**config.mk**
```make
export PLATFORM = sky130hd
export DESIGN_NAME = sram_boundary_scan_tap
export DESIGN_NICKNAME = d
export VERILOG_FILES = /design/src/rtl/tap_pkg.sv /design/src/rtl/tap_ctl_if.sv /design/src/rtl/tap_fsm.sv /design/src/rtl/sram_boundary_scan_tap.sv
export SDC_FILE = /design/constraint.sdc
export NUM_CORES = 1
export LEC_CHECK = 0
export ABC_AREA = 1
export BUFFER_PORTS_ARGS = -buffer_cell sky130_fd_sc_hd__buf_2
export CAP_MARGIN = 20
export CORE_MARGIN = 2
export CORE_UTILIZATION = 54
export CTS_BUF_LIST = sky130_fd_sc_hd__clkbuf_2 sky130_fd_sc_hd__clkbuf_4 sky130_fd_sc_hd__clkbuf_8
export DETAILED_ROUTE_END_ITERATION = 8
export PLACE_DENSITY = 0.81
export SYNTH_ARGS = -nofsm -noshare
export SYNTH_HDL_FRONTEND = slang
export SYNTH_SLANG_ARGS = --single-unit
```
**constraint.sdc**
```tcl
create_clock -name clk_i -period 1.6 [get_ports clk_i]
set_input_delay 0.08 -clock clk_i [delete_from_list [all_inputs] [get_ports clk_i]]
set_output_delay 0.08 -clock clk_i [all_outputs]
set_load 0.02 [all_outputs]
```
**src/rtl/tap_pkg.sv**
```systemverilog
// Shared constants and types of the test access port
package tap_pkg;

    // ************************************************
    // Register widths
    // ************************************************
    localparam int IR_W  = 3;
    localparam int ID_W  = 32;
    localparam int BSR_W = 70;

    // ************************************************
    // Instruction codes
    // ************************************************
    localparam logic [IR_W-1:0] IR_BYPASS0  = 3'h0;
    localparam logic [IR_W-1:0] IR_IDENT    = 3'h1;
    localparam logic [IR_W-1:0] IR_SAMPLE_Z = 3'h2;
    localparam logic [IR_W-1:0] IR_BYPASS3  = 3'h3;
    localparam logic [IR_W-1:0] IR_SAMPLE   = 3'h4;
    localparam logic [IR_W-1:0] IR_RESERVED = 3'h5;
    localparam logic [IR_W-1:0] IR_BYPASS6  = 3'h6;
    localparam logic [IR_W-1:0] IR_BYPASS7  = 3'h7;

    // ************************************************
    // Values after reset and capture values
    // ************************************************
    localparam logic [IR_W-1:0] IR_RESET_VAL = IR_IDENT;
    localparam logic            BYP_CAPTURE  = 1'b0;
    localparam logic            ID_START_BIT = 1'b1;
    localparam logic [2:0]      TLR_TMS_COUNT = 3'h5;

    // ************************************************
    // Controller states
    // ************************************************
    typedef enum logic [15:0] {
        ST_TLR   = 16'h0001,
        ST_RTI   = 16'h0002,
        ST_SELDR = 16'h0004,
        ST_CAPDR = 16'h0008,
        ST_SHDR  = 16'h0010,
        ST_EX1DR = 16'h0020,
        ST_PSDR  = 16'h0040,
        ST_EX2DR = 16'h0080,
        ST_UPDR  = 16'h0100,
        ST_SELIR = 16'h0200,
        ST_CAPIR = 16'h0400,
        ST_SHIR  = 16'h0800,
        ST_EX1IR = 16'h1000,
        ST_PSIR  = 16'h2000,
        ST_EX2IR = 16'h4000,
        ST_UPIR  = 16'h8000
    } tap_state_t;

endpackage

```
**src/rtl/tap_ctl_if.sv**
```systemverilog
// Carrier between the port datapath and its state controller
interface tap_ctl_if;
    logic                tck_rise;
    logic                tms;
    tap_pkg::tap_state_t state;

    modport ctl (input tck_rise, input tms, output state);
    modport dp  (output tck_rise, output tms, input state);
endinterface

```
**src/rtl/tap_fsm.sv**
```systemverilog
// Sixteen-state test-port controller
module tap_fsm (
    // Clock and reset
    input  wire logic clk_i,
    input  wire logic arst_n_i,
    // Datapath side
    tap_ctl_if.ctl    ctl
);

    tap_pkg::tap_state_t state_ff;
    tap_pkg::tap_state_t nxt_state;

    // ************************************************
    // Next state
    // ************************************************
    always_comb begin
        nxt_state = state_ff;
        case (state_ff)
            tap_pkg::ST_TLR:   nxt_state = ctl.tms ? tap_pkg::ST_TLR   : tap_pkg::ST_RTI;
            tap_pkg::ST_RTI:   nxt_state = ctl.tms ? tap_pkg::ST_SELDR : tap_pkg::ST_RTI;
            tap_pkg::ST_SELDR: nxt_state = ctl.tms ? tap_pkg::ST_SELIR : tap_pkg::ST_CAPDR;
            tap_pkg::ST_CAPDR: nxt_state = ctl.tms ? tap_pkg::ST_EX1DR : tap_pkg::ST_SHDR;
            tap_pkg::ST_SHDR:  nxt_state = ctl.tms ? tap_pkg::ST_EX1DR : tap_pkg::ST_SHDR;
            tap_pkg::ST_EX1DR: nxt_state = ctl.tms ? tap_pkg::ST_UPDR  : tap_pkg::ST_PSDR;
            tap_pkg::ST_PSDR:  nxt_state = ctl.tms ? tap_pkg::ST_EX2DR : tap_pkg::ST_PSDR;
            tap_pkg::ST_EX2DR: nxt_state = ctl.tms ? tap_pkg::ST_UPDR  : tap_pkg::ST_SHDR;
            tap_pkg::ST_UPDR:  nxt_state = ctl.tms ? tap_pkg::ST_SELDR : tap_pkg::ST_RTI;
            tap_pkg::ST_SELIR: nxt_state = ctl.tms ? tap_pkg::ST_TLR   : tap_pkg::ST_CAPIR;
            tap_pkg::ST_CAPIR: nxt_state = ctl.tms ? tap_pkg::ST_EX1IR : tap_pkg::ST_SHIR;
            tap_pkg::ST_SHIR:  nxt_state = ctl.tms ? tap_pkg::ST_EX1IR : tap_pkg::ST_SHIR;
            tap_pkg::ST_EX1IR: nxt_state = ctl.tms ? tap_pkg::ST_UPIR  : tap_pkg::ST_PSIR;
            tap_pkg::ST_PSIR:  nxt_state = ctl.tms ? tap_pkg::ST_EX2IR : tap_pkg::ST_PSIR;
            tap_pkg::ST_EX2IR: nxt_state = ctl.tms ? tap_pkg::ST_UPIR  : tap_pkg::ST_SHIR;
            tap_pkg::ST_UPIR:  nxt_state = ctl.tms ? tap_pkg::ST_SELDR : tap_pkg::ST_RTI;
            default:           nxt_state = tap_pkg::ST_TLR;
        endcase
    end

    // Only a test clock rising edge moves the controller
    always_ff @(posedge clk_i or negedge arst_n_i) begin
        if (!arst_n_i) begin
            state_ff <= tap_pkg::ST_TLR;
        end else if (ctl.tck_rise) begin // [RQ1]
            state_ff <= nxt_state; // [RQ12]
        end
    end

    assign ctl.state = state_ff;

    // ************************************************
    // Checks
    // ************************************************
    logic [2:0] tms_run_ff;

    always_ff @(posedge clk_i or negedge arst_n_i) begin
        if (!arst_n_i) begin
            tms_run_ff <= 3'h0;
        end else if (ctl.tck_rise) begin
            if (!ctl.tms) begin
                tms_run_ff <= 3'h0;
            end else if (tms_run_ff != tap_pkg::TLR_TMS_COUNT) begin
                tms_run_ff <= tms_run_ff + 3'h1;
            end
        end
    end
endmodule

```
**src/rtl/sram_boundary_scan_tap.sv**
```systemverilog
// Test access port with instruction, identification, bypass and boundary-scan registers
//
// Function
// [RQ1] Controller changes state only on test clock transitions.
// [RQ2] Mode-select sampled at each test clock rise and steers the controller.
// [RQ3] Data-in sampled at each test clock rise into the selected register.
// [RQ4] Data-out updated from the selected register at each test clock fall.
// [RQ5] One controller, one instruction register, identification, bypass and boundary-scan registers.
// [RQ6] Memory operation untouched except while sample-with-outputs-off is active.
// [RQ7] Unused port: system holds test clock low, mode-select and data-in high.
// [RQ8] 3-bit decode: bypass, identification, sample-z, sample, reserved.
// [RQ9] Identification instruction loaded at reset and capture; new one acts at update.
// [RQ10] 32-bit identification register, bit 0 fixed one, shifts toward bit 0.
// [RQ11] One-bit bypass register loads zero at capture while bypass active.
// [RQ12] Standard sixteen-state controller; five high mode-select samples reset it.
module sram_boundary_scan_tap #(
    parameter int                        BSR_W    = tap_pkg::BSR_W,
    // Arbitrary identification value; bit 0 is forced to one on capture
    parameter logic [tap_pkg::ID_W-1:0]  ID_VALUE = 32'h0A5C_3E91
) (
    // Clock and reset
    input  wire logic             clk_i,
    input  wire logic             arst_n_i,
    // Test port pins
    input  wire logic             tck_i,
    input  wire logic             tms_i,
    input  wire logic             tdi_i,
    output logic                  tdo_o,
    output logic                  tdo_oe_o,
    // Memory I/O ring
    input  wire logic [BSR_W-1:0] ring_i,
    output logic                  dq_off_o
);

    // ************************************************
    // Pin synchronisers
    // ************************************************
    logic tck_meta_ff;
    logic tck_sync_ff;
    logic tck_prev_ff;
    logic tms_meta_ff;
    logic tms_sync_ff;
    logic tdi_meta_ff;
    logic tdi_sync_ff;
    logic tck_rise;
    logic tck_fall;

    always_ff @(posedge clk_i or negedge arst_n_i) begin
        if (!arst_n_i) begin
            tck_meta_ff <= 1'b0;
            tck_sync_ff <= 1'b0;
            tck_prev_ff <= 1'b0;
            tms_meta_ff <= 1'b1;
            tms_sync_ff <= 1'b1;
            tdi_meta_ff <= 1'b1;
            tdi_sync_ff <= 1'b1;
        end else begin
            tck_meta_ff <= tck_i;
            tck_sync_ff <= tck_meta_ff;
            tck_prev_ff <= tck_sync_ff;
            tms_meta_ff <= tms_i;
            tms_sync_ff <= tms_meta_ff;
            tdi_meta_ff <= tdi_i;
            tdi_sync_ff <= tdi_meta_ff;
        end
    end

    // Mode-select and data-in share the clock's latency, so they are aligned with the edge
    assign tck_rise = tck_sync_ff & ~tck_prev_ff;
    assign tck_fall = ~tck_sync_ff & tck_prev_ff;

    // ************************************************
    // Controller
    // ************************************************
    tap_ctl_if ctl_if ();

    assign ctl_if.tck_rise = tck_rise;
    assign ctl_if.tms      = tms_sync_ff; // [RQ2]

    tap_fsm u_fsm (
        .clk_i    (clk_i),
        .arst_n_i (arst_n_i),
        .ctl      (ctl_if.ctl)
    );

    tap_pkg::tap_state_t state;
    assign state = ctl_if.state;

    // ************************************************
    // Instruction register
    // ************************************************
    logic [tap_pkg::IR_W-1:0] ir_shift_ff;
    logic [tap_pkg::IR_W-1:0] ir_ff;

    always_ff @(posedge clk_i or negedge arst_n_i) begin
        if (!arst_n_i) begin
            ir_shift_ff <= tap_pkg::IR_RESET_VAL;
        end else if (tck_rise) begin
            if (state == tap_pkg::ST_CAPIR || state == tap_pkg::ST_TLR) begin
                ir_shift_ff <= tap_pkg::IR_RESET_VAL; // [RQ9]
            end else if (state == tap_pkg::ST_SHIR) begin
                ir_shift_ff <= {tdi_sync_ff, ir_shift_ff[tap_pkg::IR_W-1:1]}; // [RQ3]
            end
        end
    end

    // Active instruction changes only in logic reset or at the update fall
    always_ff @(posedge clk_i or negedge arst_n_i) begin
        if (!arst_n_i) begin
            ir_ff <= tap_pkg::IR_RESET_VAL;
        end else if (state == tap_pkg::ST_TLR) begin
            ir_ff <= tap_pkg::IR_RESET_VAL; // [RQ9]
        end else if (tck_fall && state == tap_pkg::ST_UPIR) begin
            ir_ff <= ir_shift_ff; // [RQ9]
        end
    end

    // ************************************************
    // Instruction decode
    // ************************************************
    logic sel_id;
    logic sel_bsr;
    logic sel_byp;

    // Reserved code falls back to the bypass path so the chain length stays defined
    always_comb begin
        sel_id  = 1'b0;
        sel_bsr = 1'b0;
        sel_byp = 1'b0;
        case (ir_ff)
            tap_pkg::IR_IDENT:    sel_id  = 1'b1; // [RQ8]
            tap_pkg::IR_SAMPLE_Z: sel_bsr = 1'b1; // [RQ8]
            tap_pkg::IR_SAMPLE:   sel_bsr = 1'b1; // [RQ8]
            default:              sel_byp = 1'b1; // [RQ8]
        endcase
    end

    // ************************************************
    // Data registers
    // ************************************************
    logic [tap_pkg::ID_W-1:0] id_ff;
    logic                     byp_ff;
    logic [BSR_W-1:0]         bsr_ff;
    logic                     cap_dr;
    logic                     sh_dr;

    assign cap_dr = tck_rise && state == tap_pkg::ST_CAPDR;
    assign sh_dr  = tck_rise && state == tap_pkg::ST_SHDR;

    always_ff @(posedge clk_i or negedge arst_n_i) begin
        if (!arst_n_i) begin
            id_ff <= '0;
        end else if (sel_id && cap_dr) begin
            id_ff <= {ID_VALUE[tap_pkg::ID_W-1:1], tap_pkg::ID_START_BIT}; // [RQ10]
        end else if (sel_id && sh_dr) begin
            id_ff <= {tdi_sync_ff, id_ff[tap_pkg::ID_W-1:1]}; // [RQ10]
        end
    end

    always_ff @(posedge clk_i or negedge arst_n_i) begin
        if (!arst_n_i) begin
            byp_ff <= tap_pkg::BYP_CAPTURE;
        end else if (sel_byp && cap_dr) begin
            byp_ff <= tap_pkg::BYP_CAPTURE; // [RQ11]
        end else if (sel_byp && sh_dr) begin
            byp_ff <= tdi_sync_ff; // [RQ11]
        end
    end

    // Sample-only chain: no update stage, so scanning never drives the ring
    always_ff @(posedge clk_i or negedge arst_n_i) begin
        if (!arst_n_i) begin
            bsr_ff <= '0;
        end else if (sel_bsr && cap_dr) begin
            bsr_ff <= ring_i; // [RQ5]
        end else if (sel_bsr && sh_dr) begin
            bsr_ff <= {tdi_sync_ff, bsr_ff[BSR_W-1:1]}; // [RQ3]
        end
    end

    // ************************************************
    // Serial output and output disable
    // ************************************************
    logic tdo_ff;
    logic tdo_oe_ff;
    logic dq_off_ff;
    logic tdo_nxt;

    always_comb begin
        if (state == tap_pkg::ST_SHIR) begin
            tdo_nxt = ir_shift_ff[0];
        end else if (sel_id) begin
            tdo_nxt = id_ff[0];
        end else if (sel_bsr) begin
            tdo_nxt = bsr_ff[0];
        end else begin
            tdo_nxt = byp_ff;
        end
    end

    always_ff @(posedge clk_i or negedge arst_n_i) begin
        if (!arst_n_i) begin
            tdo_ff    <= 1'b0;
            tdo_oe_ff <= 1'b0;
        end else if (tck_fall) begin
            tdo_ff    <= tdo_nxt; // [RQ4]
            tdo_oe_ff <= state == tap_pkg::ST_SHIR || state == tap_pkg::ST_SHDR; // [RQ4]
        end
    end

    always_ff @(posedge clk_i or negedge arst_n_i) begin
        if (!arst_n_i) begin
            dq_off_ff <= 1'b0;
        end else begin
            dq_off_ff <= ir_ff == tap_pkg::IR_SAMPLE_Z; // [RQ6]
        end
    end

    assign tdo_o    = tdo_ff;
    assign tdo_oe_o = tdo_oe_ff;
    assign dq_off_o = dq_off_ff;
endmodule

```
* Yosys cells after proc, flatten, opt, wreduce, memory -nomap -nowiden *
Cells that the tools add are included.

word-level totals
  flip-flop bits (word level) = 135
  input bits = 75
  word-level logic and storage cells = 90

cells by class
  equal/unequal tests = 19
  multiplexer cells = 29
  bitwise logic cells = 4
  reduce and logical (&&, ||, !) cells = 22

operators by type and width
  kind                                                    count
  one-hot mux 16 bit (12 select lines)                    1
  two-way mux 70 bit                                      2
  two-way mux 32 bit                                      2
  two-way mux 16 bit                                      2
  two-way mux 9 bit                                       2
  equality test 16 x 1 -> 1 bit (second input constant)   1
  equality test 16 x 10 -> 1 bit (second input constant)  1
  equality test 16 x 11 -> 1 bit (second input constant)  1
  equality test 16 x 12 -> 1 bit (second input constant)  1
  equality test 16 x 13 -> 1 bit (second input constant)  1
  equality test 16 x 14 -> 1 bit (second input constant)  1
  equality test 16 x 15 -> 1 bit (second input constant)  1
  equality test 16 bit (second input constant)            1
  equality test 16 x 2 -> 1 bit (second input constant)   1
  equality test 16 x 3 -> 1 bit (second input constant)   1
  equality test 16 x 4 -> 1 bit (second input constant)   1
  equality test 16 x 5 -> 1 bit (second input constant)   1
  equality test 16 x 6 -> 1 bit (second input constant)   1
  equality test 16 x 7 -> 1 bit (second input constant)   1
  equality test 16 x 8 -> 1 bit (second input constant)   1
  equality test 16 x 9 -> 1 bit (second input constant)   1
  two-way mux 15 bit                                      1
  two-way mux 3 bit                                       5
  two-way mux 13 bit                                      1
  other kinds (17)                                        42

* Depth between registers and ports, before layout *
Gate-level depths: netlist (run 1).

  word-level depth = 6
  mapped depth = 11
  mapped depth without buffers = 11

* Hierarchy *
From an unflattened synthesis (run 1), not the netlist that was laid out.

second synthesis, totals
  cells, all modules = 938
  area, all modules = 6866.6 um^2

modules (own cells, without submodules)
  module                  instances  cells each  area each (um^2)  seq. area each (um^2)
  sram_boundary_scan_tap  1          799         5873.1            2985.4
  tap_fsm                 1          139         993.5             401.6

* Least setup slack after synthesis (run 1) *
OpenSTA, ideal clock, no wires.

  kind = flip-flop to flip-flop
  start = register u_fsm.state_ff[13], in the netlist u_fsm.ctl.state[13]
  end = register bsr_ff[0]
  setup time = 0.122 ns
  data arrival time = 1.518 ns
  data required time = 1.478 ns
  path slack = -0.040 ns
  cell stages (with the launch flop) = 12
  cells stage by stage = dfrtp_1 -> nor2_2 -> nand2_2 -> nor2_8 -> nand2_2 -> nor2_2 -> nand2_1 -> nand2_4 -> inv_4 -> buf_6 -> nand2_1 -> o21ai_1

on the way
  cells in the longest elaborated chain, start to end = 4
  elaborated cells between the ends (all ways) = 8

ends and longest elaborated chain
  item                                                                            line                                                          RTL
  start: declaration                                                              tap_fsm.sv:10                                                 tap_pkg::tap_state_t state_ff;
  start signal: assignment                                                        tap_fsm.sv:42                                                 state_ff <= tap_pkg::ST_TLR;
  start signal: assignment                                                        tap_fsm.sv:44                                                 state_ff <= nxt_state;
  equality test 16 x 4 -> 1 bit or equality test 16 x 5 -> 1 bit (tied branches)  sram_boundary_scan_tap.sv:147, sram_boundary_scan_tap.sv:148
  logical AND 1 bit, on equally long branches                                     sram_boundary_scan_tap.sv:147, sram_boundary_scan_tap.sv:148
  logical AND 1 bit, on equally long branches                                     sram_boundary_scan_tap.sv:174, sram_boundary_scan_tap.sv:176
  two-way mux 70 bit or nonzero test 2 bit (tied branches)                        -
  end signal: assignment                                                          sram_boundary_scan_tap.sv:175                                 bsr_ff <= ring_i;
  end signal: assignment                                                          sram_boundary_scan_tap.sv:177                                 bsr_ff <= {tdi_sync_ff, bsr_ff[BSR_W-1:1]};
  end: declaration                                                                sram_boundary_scan_tap.sv:143                                 logic [BSR_W-1:0] bsr_ff;

Several ways; a longest one is shown, not always the timed one.
A chain may end at the register's enable or synchronous reset.

* Worst setup path after layout (run 1) *
  start = register u_fsm.state_ff[12], in the netlist u_fsm.ctl.state[12]
  end = register bsr_ff[26]

The elaborated chain is that of the path after synthesis.

==> summary.md, run 1 <==
| Metric | Value |
|---|---|
| Pre-CTS setup slack | -0.2592 ns |
| Top Metal Used | met4 |
| Final period util | 1.237 |
| GRT Total Usage | 0.2993 |
| Setup crit end kind | flip-flop |
| Grt ovf | 0 |
| Max VDD drop | 0.5966 mV |
| Asr flop ratio synth | 1.000 |
| Flop-to-flop setup slack | -0.38 ns |
| Total clock buffers created by CTS | 17 |
| Mean Syn Cell Area | 8.524 um^2 |
| Met1 wire length | 7.867 mm |
| Io pins | 78 |
| Rows | 39 |
| RSZ-0062 raised after global routing | yes |
| Leakage | 4.369 nW |
| Top FF cell, synth | dfrtp_1 |
| Period minus WS final | 1.980 ns |
| Yosys cell types | 27 |
| Number of global-route vias before repair | 6466 |
| Antenna violations before repair | 1 |
| Worst-margin pin slew | 0.3936 ns |
| Synth cell count leaders | o21ai_1 (148), nand2_1 (145), dfrtp_1 (128) |
| Post-synth top area share | 0.5071 |
| Worst Path Arrival | 2.35 ns |
| Worst skew pair latency | 0.47 ns |
| Buffers on Ports | 77 |
| WL met2 | 10.81 mm |
| Synthesized cell area | 6316 um^2 |
| Achievable frequency | 505.2 MHz |
| Worst Hold Class | primary input to async pin |
| Failing checks | negative setup slack |
| Core footprint | 11420 um^2 |
| Metal3 WL | 1.747 mm |
| Clock sinks | 135 |
| Antenna Violating Nets Remaining | 0 |
| Seq/Total Area, Yosys | 0.5363 |
| Die Y | 112.2 um |
| DRC viols | 0 |
| Clock root buffer master | clkbuf_8 |
| Status | complete, but fails checks |
| HPWL Detailed | 9.889 mm |
| Crit path max fanout | 7 |
| Die ar. | 12580 um^2 |
| DP Area | 7166 um^2 |
| Min Hold Slack | 0.09635 ns |
| Vias | 6648 |
| Layout area overhead | 48.67% |
| CTS tree | yes |
| Number of DRC violations after detailed-routing iteration 0 | 850 |
| Fin area | 9390 um^2 |
| Final Hold Viols | 0 |
| Final setup viols | 112 |
| Worst-path clk slew | 0.09 ns |
| Largest net degree at the start of global routing | 71 |
| Power density over the cells | 856.7 nW/um^2 |
| Yosys warnings | 0 |
| Fraction of layout cells with a size suffix above 1 | 0.3364 |
| GPL Wtd Cong | 0.8868 |
| Drt wl/cell | 19.38 um |
| Mean number of vias per cell | 5.989 |
| H-tree depth reported by CTS | 4 |
| Area contributors post-synth | dfrtp_1 (51%), o21ai_1 (12%), nand2_1 (8.6%) |
| Post-Route Skew | 0.01747 ns |
| Setup ws final | -0.3796 ns |
| DR pass1 iterations | 8 |
| Synth Register Bits | 135 |
| Fillers | 536 |
| Chip width | 112.2 um |
| Most frequent cell after synthesis | o21ai_1 |
| Detailed Route WL | 21.51 mm |
| Worst rel slew slack | 0.7376 |
| Pins Over Slew Limit | 0 |
| Synth area leader | dfrtp_1 |
| Number of synthesized flops with an enable pin | 0 |
| CP Launch Type | flip-flop |
| Mapped Cells | 741 |
| Critical Path RT | 1.97 ns |
| Initial cell density of the core | 0.5531 |
| Max Cap Violations | 0 |
| Global-route wire length before repair | 30.23 mm |
| Setup TNS | -24.05 ns |
| Syn_nets | 816 |
| Final nets | 1028 |
| CP Class | flip-flop to flip-flop |
| Max clock buf depth | 2 |
[path summary, 6_finish.rpt]
| kind | cells past startpoint | from | endpoint |
|---|---|---|---|
| setup / recovery | 11 | u_fsm.ctl.state[12] | bsr_ff[26] |
| setup reg to reg | 11 | u_fsm.ctl.state[12] | bsr_ff[26] |
| min in group clk_i | 2 | tck_i | tck_meta_ff |
| hold reg to reg | 0 | tms_meta_ff | ctl_if.tms |
| max in group asynchronous | 3 | arst_n_i | tdi_sync_ff |
| hold / removal | 2 | arst_n_i | dq_off_o |
[per-stage QoR]
step / std cells / power [mW] / utilization
3_5_place_dp: 975 / 4.426 / 0.6275
2_1_floorplan: 741 / 3.923 / -
6_report: 1110 / 8.045 / 0.8224
5_1_grt: 1110 / 8.304 / 0.8224
3_3_place_gp: 975 / 4.397 / 0.6275
4_1_cts: 1093 / 7.835 / 0.7684
[cell type report]
type	instances	area [um^2]	area share
tap	143	178.9	0.01905
clock buffer	20	269.0	0.02865
clock inverter	12	190.2	0.02025
multi-input combinational	503	2884	0.3071
inverter	60	249.0	0.02652
antenna	1	2.502	0.0002665
timing repair buffer	236	2228	0.2373
sequential	135	3388	0.3608
[report_power, final]
part | leakage (nW) | internal, mW | switching [mW]
Combinational | 2.66 | 0.564 | 0.667
Clock | 0.226 | 1.83 | 1.45
Sequential | 1.48 | 3.49 | 0.0454
[layer usage]
| layer | global-route usage | up-vias |
|---|---|---|
| met5 | 0 | - |
| met4 | 0.1707 | 0 |
| met3 | 0.07397 | 114 |
| met2 | 0.4843 | 429 |
| met1 | 0.3686 | 3176 |
| li1 | - | 2929 |
[registers in the layout, summed over array words and instances, names as in the netlist]
register,count
ctl_if.tms,1
tck_meta_ff,1
dq_off_o,1
tms_meta_ff,1
id_ff,32
ir_ff,3
ir_shift_ff,3
u_fsm.ctl.state,16
tdi_meta_ff,1
tck_prev_ff,1
tdo_oe_o,1
bsr_ff,70
tck_sync_ff,1
tdi_sync_ff,1
tdo_o,1
byp_ff,1
[cells in the final DEF, fill, tap and decap left out, types with 2 or more instances in the layout]
cell type | Yosys | layout
nand3_2 | 0 | 3
buf_16 | 0 | 4
buf_2 | 20 | 76
inv_8 | 0 | 2
a21oi_2 | 0 | 4
a21oi_1 | 74 | 70
o21ai_0 | 44 | 20
o21ai_2 | 0 | 56
clkinvlp_4 | 0 | 2
dlygate4sd3_1 | 0 | 74
nand2_4 | 2 | 7
nor2_4 | 2 | 8
nand4_1 | 4 | 4
nand3_1 | 17 | 13
nand3_4 | 1 | 2
buf_4 | 1 | 48
clkinv_4 | 0 | 2
o22ai_2 | 0 | 9
buf_6 | 14 | 9
inv_1 | 56 | 54
inv_6 | 0 | 3
dfstp_2 | 7 | 7
clkbuf_8 | 0 | 19
nor2_1 | 30 | 21
buf_12 | 0 | 16
clkbuf_16 | 0 | 8
nand2_2 | 5 | 9
nor3_1 | 5 | 3
o22ai_1 | 14 | 5
bufinv_16 | 0 | 4
o21ai_1 | 148 | 115
nand2_8 | 0 | 2
inv_2 | 3 | 4
nor2_2 | 8 | 11
nor3_2 | 0 | 2
nand2_1 | 145 | 134
dfrtp_1 | 128 | 127
[kinds of logic after synthesis]
group,Yosys count,share of synthesized area
buffers and inverters,103,0.08281
flip-flops,135,0.5363
AND/OR/NAND/NOR,222,0.1553
AO/OA/AOI/OAI,281,0.2256
[worst max-delay path, stage by stage (launching register included)]
cell and delay (ns):
dfrtp_1 0.40, nor2_2 0.15, nand2_2 0.13, nor2_8 0.18
nand2_4 0.06, nor2_4 0.14, nand2_2 0.09, nand2_4 0.11
buf_12 0.16, buf_12 0.14, o21ai_1 0.07, o21ai_1 0.25
[what timing repair did]
action,4_1_cts,5_1_grt
endpoints found under the setup margin,112,122
pin swaps,13,46
gates resized for setup,64,108
setup buffers,8,7
hold buffers,74,0
cloned,4,9
hold endpoints to repair,204,0
Note: power is estimated with default switching activity, not from simulation.
==> inputs of run 2 (changes only) <==
Settings changed: RECOVER_POWER from default to 100.
==> run 2 against run 1 <==
The run still ends with negative setup slack left. Worst hold slack gained 0.15 ns. Sequential cell count is the same. Sequential power is essentially flat. First-iteration DRC count shrank 2.8%. Fmax is essentially flat. Die area is the same. Via count grew 0.26%.
==> summary.md, run 2 (synthesis results as in run 1) <==
| Metric | Value |
|---|---|
| Initial cell density of the core | 0.5531 (unchanged) |
| Final nets | 1028 (unchanged) |
| Pins Over Slew Limit | 0 (unchanged) |
| CP Class | flip-flop to flip-flop (unchanged) |
| GRT Total Usage | 0.2993 (unchanged) |
| Largest net degree at the start of global routing | 71 (unchanged) |
| Max FFs per register | 70 (unchanged) |
| Setup crit end kind | flip-flop (unchanged) |
| Worst-margin pin slew | 1.024 ns (was 0.3936 ns) |
| Most common cell after layout, fill and taps aside | nand2_1 (unchanged) |
| Io pins | 78 (unchanged) |
| Status | complete, but fails checks (unchanged) |
| Worst rel slew slack | 0.3170 (was 0.7376) |
| Area taken by multi-input logic gates | 2877 um^2 (was 2884 um^2) |
| Rows | 39 (unchanged) |
| Worst-path clk slew | 0.09 ns (about the same) |
| Total clock buffers created by CTS | 17 (unchanged) |
| Critical Path RT | 1.97 ns (about the same) |
| Max clock buf depth | 2 (unchanged) |
| Failing checks | negative setup slack (unchanged) |
| Period minus WS final | 1.978 ns (was 1.980 ns) |
| Post-Route Skew | 0.01724 ns (was 0.01747 ns) |
| Most frequent cells in the layout | nand2_1 (134), dfrtp_1 (127), o21ai_1 (115) (unchanged) |
| Worst skew pair latency | 0.47 ns (about the same) |
| Number of global-route vias before repair | 6466 (unchanged) |
| Mean number of vias per cell | 6.005 (was 5.989) |
| Register Area | 3388 um^2 (unchanged) |
| DRC viols | 0 (unchanged) |
| Crit path max fanout | 7 (unchanged) |
| Drt wl/cell | 19.42 um (was 19.38 um) |
| Die ar. | 12580 um^2 (unchanged) |
| Setup TNS | -24.14 ns (was -24.05 ns) |
| Detailed Route WL | 21.56 mm (was 21.51 mm) |
| Final Hold Viols | 0 (unchanged) |
| Vias | 6665 (was 6648) |
| Layout Cells excl Fill | 1110 (unchanged) |
| Global-route wire length before repair | 30.23 mm (unchanged) |
| CP max-delay cell | dfrtp_1 (unchanged) |
| CTS tree | yes (unchanged) |
| Max Cap Violations | 0 (unchanged) |
| Antenna Violating Nets Remaining | 0 (unchanged) |
| Achievable frequency | 505.5 MHz (was 505.2 MHz) |
| CP Buf/Inv Count | 2 (unchanged) |
| Util after Layout | 0.8193 (was 0.8224) |
| Critical Path Max Stage Delay | 0.40 ns (about the same) |
| Clock sinks | 135 (unchanged) |
| GPL Wtd Cong | 0.8868 (unchanged) |
| Final setup viols | 113 (was 112) |
| Clock root buffer master | clkbuf_8 (unchanged) |
| Chip width | 112.2 um (unchanged) |
| Layout area overhead | 48.12% (was 48.67%) |
| Number of DRC violations after detailed-routing iteration 0 | 826 (was 850) |
| Grt ovf | 0 (unchanged) |
| Fillers | 545 (was 536) |
| Top delay family on crit path | simple AND/OR/NAND/NOR gates (unchanged) |
| Power density over the cells | 858.5 nW/um^2 (was 856.7 nW/um^2) |
| Antenna violations before repair | 1 (unchanged) |
| Worst Path Arrival | 2.34 ns (was 2.35 ns) |
| DR pass1 iterations | 5 (was 8) |
| Max VDD drop | 0.5951 mV (was 0.5966 mV) |
| HPWL Detailed | 9.889 mm (unchanged) |
| CP Launch Type | flip-flop (unchanged) |
| Worst Hold Class | primary input to flip-flop (was primary input to async pin) |
| Placed instance count | 975 (unchanged) |
| RSZ-0062 raised after global routing | yes (unchanged) |
| H-tree depth reported by CTS | 4 (unchanged) |
| Die Y | 112.2 um (unchanged) |
| Largest Register | bsr_ff (unchanged) |
| Worst-path cell chain | nor2_2, nand2_2, nor2_8, nand2_4, nor2_4, nand2_2, nand2_4, buf_12, buf_12, o21ai_1, o21ai_1 (unchanged) |
| Buffers on Ports | 77 (unchanged) |
| Setup ws final | -0.3782 ns (was -0.3796 ns) |
| Final period util | 1.236 (was 1.237) |
| Fraction of layout cells with a size suffix above 1 | 0.3323 (was 0.3364) |
| Core footprint | 11420 um^2 (unchanged) |
| Leakage | 4.348 nW (was 4.369 nW) |
## run 2: report_power, final
part,total (mW),switching [mW],internal [mW]
sequential,3.53,0.0454,3.49
clock,3.28,1.46,1.83
combinational,1.22,0.666,0.549
total,8.03,2.17,5.86
## run 2: area by class of cell
cell class                      count  area share
Antenna cell                        1   0.0002675
Clock buffer                       20     0.02875
Clock inverter                     12     0.02033
Inverter                           60     0.02661
Multi-Input combinational cell    503      0.3075
Sequential cell                   135      0.3622
Tap cell                          143     0.01913
Timing Repair Buffer              236      0.2353
## run 2: metrics by stage
| step | instance area [um^2] | power [mW] | hold WS (ns) | setup slack (ns) |
|---|---|---|---|---|
| 6_report | 9355 | 8.031 | 0.2461 | -0.3782 |
| 5_1_grt | 9355 | 8.281 | 0.2440 | -0.4392 |
| 4_1_cts | 8773 | 7.835 | 0.1064 | -0.1839 |
| 3_5_place_dp | 7166 | 4.426 | 0.01885 | -0.2592 |
| 3_3_place_gp | 7166 | 4.397 | 0.01635 | -0.2062 |
| 2_1_floorplan | 6322 | 3.923 | -0.2156 | -0.03314 |
## run 2: path summary, 6_finish.rpt
kind | startpoint | end | slack [ns] | cells past startpoint
setup / recovery | u_fsm.ctl.state[12] | bsr_ff[26] | -0.38 | 11
hold / removal | tck_i | tck_meta_ff | 0.25 | 2
setup reg to reg | u_fsm.ctl.state[12] | bsr_ff[26] | -0.38 | 11
hold reg to reg | tms_meta_ff | ctl_if.tms | 0.36 | 0
max in group asynchronous | arst_n_i | tdi_meta_ff | 0.27 | 3
min in group asynchronous | arst_n_i | dq_off_o | 0.33 | 2
## run 2: what timing repair did
action,in CTS,in global routing
hold buffers,74,0
hold endpoints to repair,204,0
resized for setup,64,108
setup buffers,8,7
setup endpoints to repair,112,122
pin swaps,13,46
gates cloned,4,9
## run 2: layer usage
layer,GRT usage,wire (um),up-vias,part of all wire
met5,0,0,-,0
met4,0.1707,991,0,0.046
met3,0.07397,1704,99,0.079
met2,0.4843,10890,414,0.51
met1,0.3686,7972,3226,0.37
li1,-,-,2926,-
## run 2: worst register-to-register path: stages (launching register included)
cell and delay [ns]:
dfrtp_1 0.40, nor2_2 0.15, nand2_2 0.13, nor2_8 0.18, nand2_4 0.06, nor2_4 0.14, nand2_2 0.09, nand2_4 0.11
buf_12 0.16, buf_12 0.14, o21ai_1 0.08, o21ai_1 0.24
